**src/ctrl_char_pkg.sv**
```systemverilog
package ctrl_char_pkg;
  localparam logic [7:0] CHR_ENTER = 8'h0D;
  localparam logic [7:0] CHR_STEP = 8'h13;
  localparam logic [7:0] CHR_DUPLEX = 8'h14;
  localparam logic [7:0] CHR_OPEN_ROT = 8'h15;
  localparam logic [7:0] CHR_VEL = 8'h16;
  localparam logic [7:0] CHR_CANCEL = 8'h18;
  localparam logic [7:0] CHR_RECALL = 8'h19;
  localparam logic [7:0] CHR_SPACE = 8'h20;
  localparam logic [7:0] CHR_ZERO = 8'h30;
  localparam logic [7:0] CHR_MINUS = 8'h2D;
  localparam logic [7:0] CHR_POINT = 8'h2E;
  localparam int LINE_DEPTH = 32;
  localparam int NUM_MOTORS = 8;
  localparam int NUM_CS = 8;
  localparam int POS_W = 24;
  // Register port map.
  localparam logic [3:0] ADDR_CTRL = 4'h0;
  localparam logic [3:0] ADDR_STATUS = 4'h1;
  localparam logic [3:0] ADDR_CS_MOTOR = 4'h2;
  localparam logic [3:0] ADDR_CS_PROG = 4'h3;
  localparam logic [3:0] ADDR_CS_RUN = 4'h4;
  localparam int CTRL_ACK_BIT = 0;
  localparam int CTRL_SEL_BIT = 1;
  localparam int CTRL_CHAIN_BIT = 2;
  localparam logic [7:0] CTRL_RESET = 8'h02;
  typedef enum logic [5:0] {
    ST_IDLE = 6'b00_0001,
    ST_ACK = 6'b00_0010,
    ST_RECALL = 6'b00_0100,
    ST_VEL = 6'b00_1000,
    ST_VEL_SEP = 6'b01_0000,
    ST_VEL_END = 6'b10_0000
  } reply_state_t;
endpackage

```
**src/cs_stepper.sv**
```systemverilog
`timescale 1ns/1ps
// Per coordinate system step gate that picks a step or a quit pulse by run mode.
module cs_stepper
  import ctrl_char_pkg::*;
#(
  parameter int N = NUM_CS
) (
  input wire logic core_clk,
  input wire logic sys_rst,
  input wire logic step_req,
  input wire logic [N-1:0] has_motor,
  input wire logic [N-1:0] has_prog,
  input wire logic [N-1:0] running,
  output logic [N-1:0] step_pulse,
  output logic [N-1:0] quit_pulse
);
  genvar g;
  generate
    for (g = 0; g < N; g++) begin : g_cs
      always_ff @(posedge core_clk) begin
        if (sys_rst) begin
          step_pulse[g] <= 1'b0;
          quit_pulse[g] <= 1'b0;
        end else begin
          step_pulse[g] <= step_req && has_motor[g] && has_prog[g] && !running[g];
          quit_pulse[g] <= step_req && has_motor[g] && has_prog[g] && running[g];
        end
      end
    end
  endgenerate
endmodule

```
**src/host_control_char_decoder.sv**
```systemverilog
`timescale 1ns/1ps
// What this block does
// - Byte 13h steps every coordinate system at once.
// - Steps reach only systems with a motor and a program.
// - Idle program runs through its next move or dwell.
// - Running program is switched to single step, like quit.
// - Step and cancel act on every chained card.
// - Byte 14h toggles echo while the chain bit is clear; full duplex echoes each received character except 18h.
// - Echo starts in half duplex after reset.
// - Byte 15h opens every rotary buffer.
// - Byte 16h reports every motor velocity, counts per servo cycle.
// - Velocity is difference of consecutive servo positions.
// - Velocity report only from the selected card.
// - Byte 18h aborts replies and flushes the command queue.
// - Byte 19h sends last line without return and reloads it.
// - Internally issued commands replace the stored last line.
// - Control bytes act at once; 0Dh interprets the line.
module host_control_char_decoder
  import ctrl_char_pkg::*;
#(
  parameter int MOTORS = NUM_MOTORS,
  parameter int CS = NUM_CS,
  parameter int DEPTH = LINE_DEPTH
) (
  input wire logic core_clk,
  input wire logic sys_rst,
  input wire logic [3:0] reg_addr,
  input wire logic [7:0] reg_wdata,
  input wire logic reg_wr,
  input wire logic reg_rd,
  output logic [7:0] reg_rdata,
  input wire logic rx_valid,
  input wire logic [7:0] rx_data,
  output logic tx_valid,
  output logic [7:0] tx_data,
  input wire logic tx_ready,
  input wire logic servo_tick,
  input wire logic [MOTORS*POS_W-1:0] motor_pos,
  input wire logic int_cmd_valid,
  input wire logic [7:0] int_cmd_char,
  input wire logic int_cmd_end,
  output logic line_exec,
  output logic [7:0] line_len,
  output logic [CS-1:0] step_pulse,
  output logic [CS-1:0] quit_pulse,
  output logic open_rotary
);
  logic [7:0] ctrl_reg;
  logic [CS-1:0] cs_motor_reg, cs_prog_reg, cs_run_reg;
  logic full_duplex_reg;
  logic [7:0] rx_buf [0:DEPTH-1];
  logic [7:0] last_buf [0:DEPTH-1];
  logic [7:0] int_buf [0:DEPTH-1];
  logic [7:0] rx_len_reg, last_len_reg, int_len_reg, tx_idx_reg, mot_idx_reg;
  logic signed [POS_W-1:0] prev_pos [0:MOTORS-1];
  logic signed [POS_W-1:0] vel_reg [0:MOTORS-1];
  logic echo_pend_reg;
  logic [7:0] echo_chr_reg;
  reply_state_t state_reg;
  reply_state_t state_next;
  logic is_ctrl, do_step, do_cancel, do_recall, do_vel, do_enter;
  logic fmt_load, fmt_take, fmt_busy;
  logic [7:0] fmt_chr;
  logic rec_chr;

  assign is_ctrl = rx_valid && (rx_data < CHR_SPACE);
  // step reaches all cards regardless of selection.
  assign do_step = rx_valid && rx_data == CHR_STEP;
  assign do_cancel = rx_valid && rx_data == CHR_CANCEL;
  assign do_recall = rx_valid && rx_data == CHR_RECALL;
  assign do_vel = rx_valid && rx_data == CHR_VEL && ctrl_reg[CTRL_SEL_BIT];
  assign do_enter = rx_valid && rx_data == CHR_ENTER;
  assign rec_chr = rx_valid && !is_ctrl;

  always_ff @(posedge core_clk) begin
    if (sys_rst) begin
      ctrl_reg <= CTRL_RESET;
      cs_motor_reg <= '0;
      cs_prog_reg <= '0;
      cs_run_reg <= '0;
    end else if (reg_wr) begin
      if (reg_addr == ADDR_CTRL) begin
        ctrl_reg <= reg_wdata;
      end else if (reg_addr == ADDR_CS_MOTOR) begin
        cs_motor_reg <= CS'(reg_wdata);
      end else if (reg_addr == ADDR_CS_PROG) begin
        cs_prog_reg <= CS'(reg_wdata);
      end else if (reg_addr == ADDR_CS_RUN) begin
        cs_run_reg <= CS'(reg_wdata);
      end
    end
  end

  always_ff @(posedge core_clk) begin
    if (sys_rst) begin
      reg_rdata <= 8'h00;
    end else if (reg_rd) begin
      if (reg_addr == ADDR_CTRL) begin
        reg_rdata <= ctrl_reg;
      end else if (reg_addr == ADDR_STATUS) begin
        reg_rdata <= {5'h00, state_reg != ST_IDLE, echo_pend_reg, full_duplex_reg};
      end else if (reg_addr == ADDR_CS_MOTOR) begin
        reg_rdata <= 8'(cs_motor_reg);
      end else if (reg_addr == ADDR_CS_PROG) begin
        reg_rdata <= 8'(cs_prog_reg);
      end else if (reg_addr == ADDR_CS_RUN) begin
        reg_rdata <= 8'(cs_run_reg);
      end else begin
        reg_rdata <= 8'h00;
      end
    end else begin
      reg_rdata <= 8'h00;
    end
  end

  // half duplex at reset, 14h toggles while the chain bit is clear.
  always_ff @(posedge core_clk) begin
    if (sys_rst) begin
      full_duplex_reg <= 1'b0;
    end else if (rx_valid && rx_data == CHR_DUPLEX && !ctrl_reg[CTRL_CHAIN_BIT]) begin
      full_duplex_reg <= !full_duplex_reg;
    end
  end

  // echo each character except 18h in full duplex.
  always_ff @(posedge core_clk) begin
    if (sys_rst) begin
      echo_pend_reg <= 1'b0;
      echo_chr_reg <= 8'h00;
    end else if (rx_valid && full_duplex_reg && !do_cancel) begin
      echo_pend_reg <= 1'b1;
      echo_chr_reg <= rx_data;
    end else if (do_cancel || (echo_pend_reg && tx_ready && state_reg == ST_IDLE)) begin
      echo_pend_reg <= 1'b0;
    end
  end

  always_ff @(posedge core_clk) begin
    if (sys_rst) begin
      open_rotary <= 1'b0;
    end else begin
      open_rotary <= rx_valid && rx_data == CHR_OPEN_ROT;
    end
  end

  // line kept except on cancel flush, enter or recall reload.
  always_ff @(posedge core_clk) begin
    if (sys_rst) begin
      rx_len_reg <= 8'h00;
      line_exec <= 1'b0;
      line_len <= 8'h00;
    end else begin
      line_exec <= do_enter;
      if (do_cancel) begin
        rx_len_reg <= 8'h00;
      end else if (do_enter) begin
        line_len <= rx_len_reg;
        rx_len_reg <= 8'h00;
      end else if (do_recall) begin
        rx_len_reg <= last_len_reg;
        for (int i = 0; i < DEPTH; i++) rx_buf[i] <= last_buf[i];
      end else if (rec_chr && rx_len_reg < 8'(DEPTH)) begin
        rx_buf[rx_len_reg[$clog2(DEPTH)-1:0]] <= rx_data;
        rx_len_reg <= rx_len_reg + 8'h01;
      end
    end
  end

  // internal commands overwrite the last line.
  always_ff @(posedge core_clk) begin
    if (sys_rst) begin
      last_len_reg <= 8'h00;
      int_len_reg <= 8'h00;
    end else begin
      if (int_cmd_end) begin
        last_len_reg <= int_len_reg;
        for (int i = 0; i < DEPTH; i++) last_buf[i] <= int_buf[i];
        int_len_reg <= 8'h00;
      end else if (do_enter) begin
        last_len_reg <= rx_len_reg;
        for (int i = 0; i < DEPTH; i++) last_buf[i] <= rx_buf[i];
      end
      if (int_cmd_valid && !int_cmd_end && int_len_reg < 8'(DEPTH)) begin
        int_buf[int_len_reg[$clog2(DEPTH)-1:0]] <= int_cmd_char;
        int_len_reg <= int_len_reg + 8'h01;
      end
    end
  end

  // raw difference of consecutive servo positions.
  generate
    for (genvar m = 0; m < MOTORS; m++) begin : g_mot
      always_ff @(posedge core_clk) begin
        if (sys_rst) begin
          prev_pos[m] <= '0;
          vel_reg[m] <= '0;
        end else if (servo_tick) begin
          prev_pos[m] <= motor_pos[m*POS_W +: POS_W];
          vel_reg[m] <= POS_W'(motor_pos[m*POS_W +: POS_W] - prev_pos[m]);
        end
      end
    end
  endgenerate

  always_comb begin
    state_next = state_reg;
    case (state_reg)
      ST_IDLE: begin
        if (do_cancel && ctrl_reg[CTRL_ACK_BIT]) state_next = ST_ACK;
        else if (do_recall && last_len_reg != 8'h00) state_next = ST_RECALL;
        else if (do_vel) state_next = ST_VEL;
      end
      ST_ACK: if (tx_ready) state_next = ST_IDLE;
      ST_RECALL: if (tx_ready && tx_idx_reg + 8'h01 >= last_len_reg) state_next = ST_IDLE;
      ST_VEL: if (tx_ready && fmt_take && !fmt_busy) state_next = ST_VEL_SEP;
      ST_VEL_SEP: begin
        if (mot_idx_reg + 8'h01 >= 8'(MOTORS)) state_next = ST_VEL_END;
        else state_next = ST_VEL;
      end
      ST_VEL_END: if (tx_ready) state_next = ST_IDLE;
      default: state_next = ST_IDLE;
    endcase
    // cancel aborts any reply in progress.
    if (do_cancel && state_reg != ST_IDLE) begin
      state_next = ctrl_reg[CTRL_ACK_BIT] ? ST_ACK : ST_IDLE;
    end
  end

  always_ff @(posedge core_clk) begin
    if (sys_rst) begin
      state_reg <= ST_IDLE;
      tx_idx_reg <= 8'h00;
      mot_idx_reg <= 8'h00;
    end else begin
      state_reg <= state_next;
      if (state_reg == ST_RECALL && tx_ready) tx_idx_reg <= tx_idx_reg + 8'h01;
      else if (state_reg == ST_IDLE) tx_idx_reg <= 8'h00;
      if (state_reg == ST_VEL_SEP) mot_idx_reg <= mot_idx_reg + 8'h01;
      else if (state_reg == ST_IDLE) mot_idx_reg <= 8'h00;
    end
  end

  assign fmt_load = (state_reg == ST_IDLE && state_next == ST_VEL) ||
                    (state_reg == ST_VEL_SEP && state_next == ST_VEL);
  assign fmt_take = state_reg == ST_VEL && (tx_ready || fmt_chr == 8'h00);

  vel_format #(.W(POS_W)) u_fmt (
    .core_clk(core_clk),
    .sys_rst(sys_rst),
    .load(fmt_load),
    .value(fmt_load ? vel_reg[state_reg == ST_IDLE ? 0 : 3'(mot_idx_reg + 8'h01)]
                    : vel_reg[0]),
    .take(fmt_take),
    .chr(fmt_chr),
    .busy(fmt_busy)
  );

  always_comb begin
    tx_valid = 1'b0;
    tx_data = 8'h00;
    case (state_reg)
      ST_ACK: begin
        tx_valid = 1'b1;
        tx_data = CHR_CANCEL;
      end
      // no trailing return after the recalled line.
      ST_RECALL: begin
        tx_valid = 1'b1;
        tx_data = last_buf[tx_idx_reg[$clog2(DEPTH)-1:0]];
      end
      ST_VEL: begin
        tx_valid = fmt_busy && fmt_chr != 8'h00;
        tx_data = fmt_chr;
      end
      ST_VEL_END: begin
        tx_valid = 1'b1;
        tx_data = CHR_ENTER;
      end
      default: begin
        tx_valid = echo_pend_reg && state_reg == ST_IDLE;
        tx_data = echo_chr_reg;
      end
    endcase
  end

  cs_stepper #(.N(CS)) u_step (
    .core_clk(core_clk),
    .sys_rst(sys_rst),
    .step_req(do_step),
    .has_motor(cs_motor_reg),
    .has_prog(cs_prog_reg),
    .running(cs_run_reg),
    .step_pulse(step_pulse),
    .quit_pulse(quit_pulse)
  );

  a_echo_reset: assert property (@(posedge core_clk) $fell(sys_rst) |-> !full_duplex_reg)
    else $error("duplex not half after reset");
  a_duplex_toggle: assert property (@(posedge core_clk) disable iff (sys_rst)
    (rx_valid && rx_data == CHR_DUPLEX && !ctrl_reg[CTRL_CHAIN_BIT]) |=>
    full_duplex_reg != $past(full_duplex_reg)) else $error("duplex not toggled");
  a_cancel_ack: assert property (@(posedge core_clk) disable iff (sys_rst)
    (do_cancel && ctrl_reg[CTRL_ACK_BIT]) |=> tx_valid && tx_data == CHR_CANCEL)
    else $error("cancel ack missing");
  a_cancel_flush: assert property (@(posedge core_clk) disable iff (sys_rst)
    do_cancel |=> rx_len_reg == 8'h00) else $error("queue not flushed");
  a_step_gate: assert property (@(posedge core_clk) disable iff (sys_rst)
    ##1 (step_pulse & ~$past(cs_motor_reg & cs_prog_reg)) == '0) else $error("bad step");
  a_step_all: assert property (@(posedge core_clk) disable iff (sys_rst)
    do_step |=> step_pulse == $past(cs_motor_reg & cs_prog_reg & ~cs_run_reg))
    else $error("step missed");
  a_enter_exec: assert property (@(posedge core_clk) disable iff (sys_rst)
    do_enter |=> line_exec) else $error("line not executed");
  a_vel_select: assert property (@(posedge core_clk) disable iff (sys_rst)
    (state_reg == ST_IDLE && rx_valid && rx_data == CHR_VEL && !ctrl_reg[CTRL_SEL_BIT])
    |=> state_reg != ST_VEL) else $error("unselected report");
endmodule

```
**src/vel_format.sv**
```systemverilog
`timescale 1ns/1ps
// Turns one signed count-per-cycle velocity into "-dddddddd.0 " characters.
module vel_format
  import ctrl_char_pkg::*;
#(
  parameter int W = POS_W
) (
  input wire logic core_clk,
  input wire logic sys_rst,
  input wire logic load,
  input wire logic signed [W-1:0] value,
  input wire logic take,
  output logic [7:0] chr,
  output logic busy
);
  logic [W-1:0] mag_reg;
  logic neg_reg;
  logic [3:0] digits_reg [0:7];
  logic [3:0] idx_reg;
  logic started_reg;
  logic [W-1:0] mag_abs;

  assign mag_abs = value[W-1] ? W'(-value) : value;

  // Whole counts only, so the rounded tenth is always zero.
  always_ff @(posedge core_clk) begin
    if (sys_rst) begin
      idx_reg <= 4'h0;
      neg_reg <= 1'b0;
      mag_reg <= '0;
      started_reg <= 1'b0;
      for (int i = 0; i < 8; i++) digits_reg[i] <= 4'h0;
    end else if (load) begin
      neg_reg <= value[W-1];
      mag_reg <= mag_abs;
      idx_reg <= 4'h0;
      started_reg <= 1'b0;
      for (int i = 0; i < 8; i++) begin
        digits_reg[i] <= 4'((mag_abs / W'(10 ** (7 - i))) % W'(10));
      end
    end else if (take && busy) begin
      idx_reg <= idx_reg + 4'h1;
      if (idx_reg >= 4'h1 && idx_reg <= 4'h8) begin
        started_reg <= started_reg | (digits_reg[3'(idx_reg - 4'h1)] != 4'h0);
      end
    end
  end

  // The separating space is the last character of every field, so the host can split them.
  assign busy = idx_reg < 4'hC;

  always_comb begin
    chr = CHR_SPACE;
    if (idx_reg == 4'h0) begin
      chr = neg_reg ? CHR_MINUS : 8'h00;
    end else if (idx_reg <= 4'h8) begin
      chr = CHR_ZERO + 8'(digits_reg[3'(idx_reg - 4'h1)]);
      if (!started_reg && digits_reg[3'(idx_reg - 4'h1)] == 4'h0 && idx_reg != 4'h8) begin
        chr = 8'h00;
      end
    end else if (idx_reg == 4'h9) begin
      chr = CHR_POINT;
    end else if (idx_reg == 4'hA) begin
      chr = CHR_ZERO;
    end
  end
endmodule
```
**config.mk**
```make
export PLATFORM = sky130hd
export DESIGN_NAME = host_control_char_decoder
export DESIGN_NICKNAME = d
export VERILOG_FILES = /design/src/ctrl_char_pkg.sv /design/src/cs_stepper.sv /design/src/host_control_char_decoder.sv /design/src/vel_format.sv
export SDC_FILE = /design/constraint.sdc
export NUM_CORES = 2
export LEC_CHECK = 0
export BUFFER_PORTS_ARGS = -buffer_cell sky130_fd_sc_hd__buf_2
export CELL_PAD_IN_SITES_DETAIL_PLACEMENT = 0
export CELL_PAD_IN_SITES_GLOBAL_PLACEMENT = 2
export CORE_UTILIZATION = 43
export DETAILED_ROUTE_END_ITERATION = 6
export PLACE_DENSITY = 0.88
export REMOVE_ABC_BUFFERS = 1
export SYNTH_ARGS = -nofsm -noshare
export SYNTH_HDL_FRONTEND = slang
export SYNTH_HIERARCHICAL = 1
export SYNTH_SLANG_ARGS = --single-unit
export TNS_END_PERCENT = 100
```
**constraint.sdc**
```tcl
create_clock -name core_clk -period 18.7 [get_ports core_clk]
set_input_delay 3.74 -clock core_clk [delete_from_list [all_inputs] [get_ports core_clk]]
set_output_delay 3.74 -clock core_clk [all_outputs]
set_load 0.05 [all_outputs]
```
======== Word-level counts from Yosys, hierarchy flattened ========
Memory sizes are Yosys's and may differ from the RTL's. A register that Yosys moved wholly into a read port is not among the register bits.
Index checks and enable logic that the tools add are counted.
W data, S select, Z words.
word-level totals
  memories ................................ 6
  latch bits .............................. 0
  input port bits ......................... 229
  register bits after elaboration ......... 128
  memory bits (read-only) ................. 0
  memory bits (writable) .................. 1184
  output and inout bits ................... 43
  word-level logic and storage cells ...... 401
cells by class
  mux-type cells .......................... 127
  shift-type cells ........................ 0
  multipliers ............................. 0
  equal/unequal tests ..................... 22
  bitwise gates (word level) .............. 62
  div/mod/pow operators ................... 15
  magnitude comparators ................... 8
  reduce and logical (&&, ||, !) cells .... 109
  add/sub/neg operators ................... 16
memory list
  name              depth  bits a word  read ports  clocked after memory_dff  write ports  line                             RTL
  int_buf           32     8            32          0                         1            host_control_char_decoder.sv:53  logic [7:0] int_buf [0:DEPTH-1];
  last_buf          32     8            33          1                         32           host_control_char_decoder.sv:52  logic [7:0] last_buf [0:DEPTH-1];
  rx_buf            32     8            32          0                         32           host_control_char_decoder.sv:51  logic [7:0] rx_buf [0:DEPTH-1];
  prev_pos          8      24           8           0                         8            host_control_char_decoder.sv:55  logic signed [POS_W-1:0] prev_pos [0:MOTORS-1];
  vel_reg           8      24           2           0                         8            host_control_char_decoder.sv:56  logic signed [POS_W-1:0] vel_reg [0:MOTORS-1];
  u_fmt.digits_reg  8      4            1           0                         8            vel_format.sv:18                 logic [3:0] digits_reg [0:7];
operators by type and width
  kind                      number
  $mux W24                  18
  $mux W8                   51
  $mod A24 B4 Y24 const B   8
  $sub A24 B24 Y24          8
  $logic_and A1 B1 Y1       66
  $or A1 B1 Y1              57
  $mux W6                   9
  $eq A8 B5 Y1 const B      6
  $add A8 B1 Y8 const B     4
  $mux W1                   32
  $mux W4                   8
  $pmux W8 S4               1
  $pmux W6 S5               1
  $div A24 B10 Y24 const B  1
  $div A24 B14 Y24 const B  1
  $div A24 B17 Y24 const B  1
  $div A24 B20 Y24 const B  1
  $div A24 B24 Y24 const B  1
  $div A24 B4 Y24 const B   1
  $div A24 B7 Y24 const B   1
  $lt A8 B6 Y1 const B      3
  $neg A24 Y24              1
  $mux W5                   4
  $reduce_bool A8 Y1        2
  other kinds (38)          73

======== Depth between registers and ports, before layout ========
An unclocked memory read counts as a cell.
  depth in word-level cells ............... 25
  mapped depth ............................ 66
  depth with buffers taken out ............ 56

======== Cells and area by module ========
Netlist, hierarchy kept.
modules (own cells, without submodules)
  module                     instances  cells each  sequential area each (um^2)  area an instance (um^2)
  host_control_char_decoder  1          4721        36815.3                      61590.3
  vel_format                 1          2364        991.0                        15782.6
  cs_stepper                 1          49          320.3                        485.5

======== Worst setup path before layout ========
Ideal clock, no wire load.
  path type ............................... in2reg
  start ................................... input rx_data[7]
  end ..................................... memory u_fmt.digits_reg[4][3] (data pin)
  slack ................................... 2.099 ns
  library setup time ...................... 0.266 ns
  path buffers ............................ 9
  data required time ...................... 18.434 ns
  arrival ................................. 16.335 ns
  stages .................................. 59
  cells stage by stage .................... nor3_4 > and4b_1 > buf_4 > nand4b_4 > a21oi_2 > nand3b_2 > a21oi_2 > a21oi_2 > nor2_4 > buf_6 > mux2_4 > clkbuf_1 > or4_4 > nor3_4 > a21boi_1 > o21ai_1 > nand3_2 > a211oi_1 > [23 not listed] > a31o_1 > buf_6 > o31a_1 > buf_6 > maj3_2 > o21a_1 > buf_6 > maj3_2 > mux2i_2 > xor2_2 > o21ai_1 > a211o_1 > o311ai_4 > a41oi_2 > ha_1 > a211oi_1 > xor2_1 > nor2_1
RTL lines
  element             line                             RTL
  start: declaration  host_control_char_decoder.sv:33  input wire logic [7:0] rx_data,
  end: declaration    vel_format.sv:18

==> flow_summary.ini <==
[run_status]
outcome = complete, but fails checks
violations = design-rule violations

[clock_network]
clock_latency_ns = 0.83
cts_root_buffer = clkbuf_16
cts.sinks = 1314
path_clk_slew_ns = 0.06
cts-buffers-inserted = 148
cts_tree = done
cts_buffer_depth = 3
htree_levels = 4

[drt]
wl_per_cell_um = 24.3
via_per_inst = 5.96
drtIter0Drc = 5621
dr.pass1.iters = 7
vias = 58800
antenna_left = 0
drc = 4
routed_wl_mm = 239

[global_routing]
grt_usage_pct = 25.8
grt_pass1_vias = 56500
grt_first_pass_wirelength_mm = 359
gr-total-overflow = 0
grt_start_max_net_pins = 185
antenna_found_initial = 22

[synth]
synthDistinctLibCells = 135
yosys_most_used_dff = edfxtp_1
synth_edf_count = 1181
async_flop_share_pct = 0
ys_warn_count = 6
ys_ff_latch = 1314
yosysMostFrequentCell = edfxtp_1
synth.top_cells.by_count = edfxtp_1 (1,181), nor2_1 (644), nand2_1 (564), mux2_2 (520), a21oi_1 (374)
syn-instance-count = 7134
yosysSeqAreaShare_pct = 49.0
synth_area_leader_cell = edfxtp_1
synthTopCellsByArea = edfxtp_1 (46%), mux2_2 (7.5%), ha_1 (3.5%), dfxtp_1 (3.4%), nor2_1 (3.1%)
syn_area_sq_um = 77900
synth_top_area_share_pct = 45.5
syn_area_per_cell_sq_um = 10.9

[floorplanning]
die-width_um = 428
initial_core_util_pct = 43.4
ios = 272
die-area_sq_um = 183000
coreArea_sq_um = 179000
die_h_um = 428
rows = 155

[setup_path]
start_kind = input pin
crit_fanout = 16
slowest_delay_ns = 0.67
crit_type = in2reg
cp_common_cell = a21oi_2
endpoint_kind = flip-flop
critical_path_required_ns = 19.27
critPathSlowestCell = or4_1
cp.arrival_ns = 18.49

[layout]
syn_to_final_growth_pct = 12.1
nNetsFinal = 7832
drive_gt1_share_pct = 20.5
fin_area_sq_um = 87200

[place]
placed_area_sq_um = 82300
hpwl_mm = 169
port_buffers = 271
gp_congestion = 0.918

[sta]
hold_viol = 0
tightest_slew_ns = 1.32
finalSetupViolations = 0
fmax_mhz = 55.8
relSlewSlack_pct = 10.9
fin_crit_sh_pct = 95.9
drv_slew = 0
holdWs_ns = 0.456
skew_ns = 0.0644
rsz0062_at_grt = false
timing.final.crit_period_ns = 17.93

[worst_hold_path]
min_path_type = reg2reg

[flow_run]
drv_cap = 0
-- worst max-delay path, delay by kind of cell --
family                     cells  cell delay [ns]
muxes                          1             0.38
adders and majority gates      2             0.63
xor gates and xnor gates       2             0.38
AOI/OAI and AO/OA             29             8.10
buffers and inverters          3             0.57
and+or+nand+nor               17             4.66
-- final timing paths --
kind / from / to / slack, ns / depth (start not counted)
setup / recovery: rx_data[7] / u_fmt/digits_reg[4][3] / 0.77 / 54
hold reg to reg: ctrl_reg[4] / ctrl_reg[4] / 0.46 / 2
hold / removal: ctrl_reg[4] / ctrl_reg[4] / 0.46 / 2
setup reg to reg: state_reg[3] / u_fmt/digits_reg[4][3] / 2.17 / 56
-- placed cells by master, fill, tap and decap left out, types with 85 or more instances in the layout --
master	count
nor3_1	130
edfxtp_1	1181
nand3_1	201
a21o_1	107
inv_1	286
and2_1	221
mux4_2	85
buf_2	270
a21oi_1	374
nand2_1	561
ha_1	219
buf_4	183
xor2_1	115
nor2_1	641
dfxtp_1	131
xnor2_1	197
mux2_2	520
o21ai_0	302
clkbuf_16	151
-- area by class of cell --
cell class | instances | area, sq um
Clock inverter | 72 | 843
Inverter | 291 | 1090
Tap cell | 2355 | 2950
Fill cell | 16200 | 91900
Clock buffer | 193 | 3990
Multi-Input combinational cell | 5166 | 37500
Sequential cell | 1314 | 38100
Antenna cell | 6 | 15.0
Timing Repair Buffer | 455 | 2770
-- metrics by stage --
step	util [%]	setup WS, ns	TNS, ns	std cells
after CTS	48.6	0.650	0	9841
after floorplan	-	-0.706	-2.02	6771
after detailed placement	45.9	-0.223	-0.273	9576
after global routing	48.7	0.00245	0	9851
final	48.7	0.774	0	9852
after global placement	45.9	-0.0137	-0.0137	9576
-- metal layers --
layer	track usage, %	routed length [um]
met1	35.4	104000
met2	40.9	110000
met3	3.86	15100
met4	10.2	9890
met5	0	72
-- logic make-up after synthesis --
group / synth area share (%)
DFF: 49.0
xor gates and xnor gates: 3.97
buffers and inverters: 3.34
and+or+nand+nor: 14.0
AOI/OAI and AO/OA: 14.2
other: 0.00482
muxes: 11.6
adders and majority gates: 3.91
-- timing repair --
action / in CTS / in global routing
resized for setup: 0 / 19
hold endpoints to repair: 0 / 0
hold buffers: 0 / 0
setup buffers: 0 / 5
setup endpoints to repair: 0 / 14
Power is left out: the tool's default activity adds up to more than one toggle a clock period on the data nets, which glitch-free logic cannot reach.
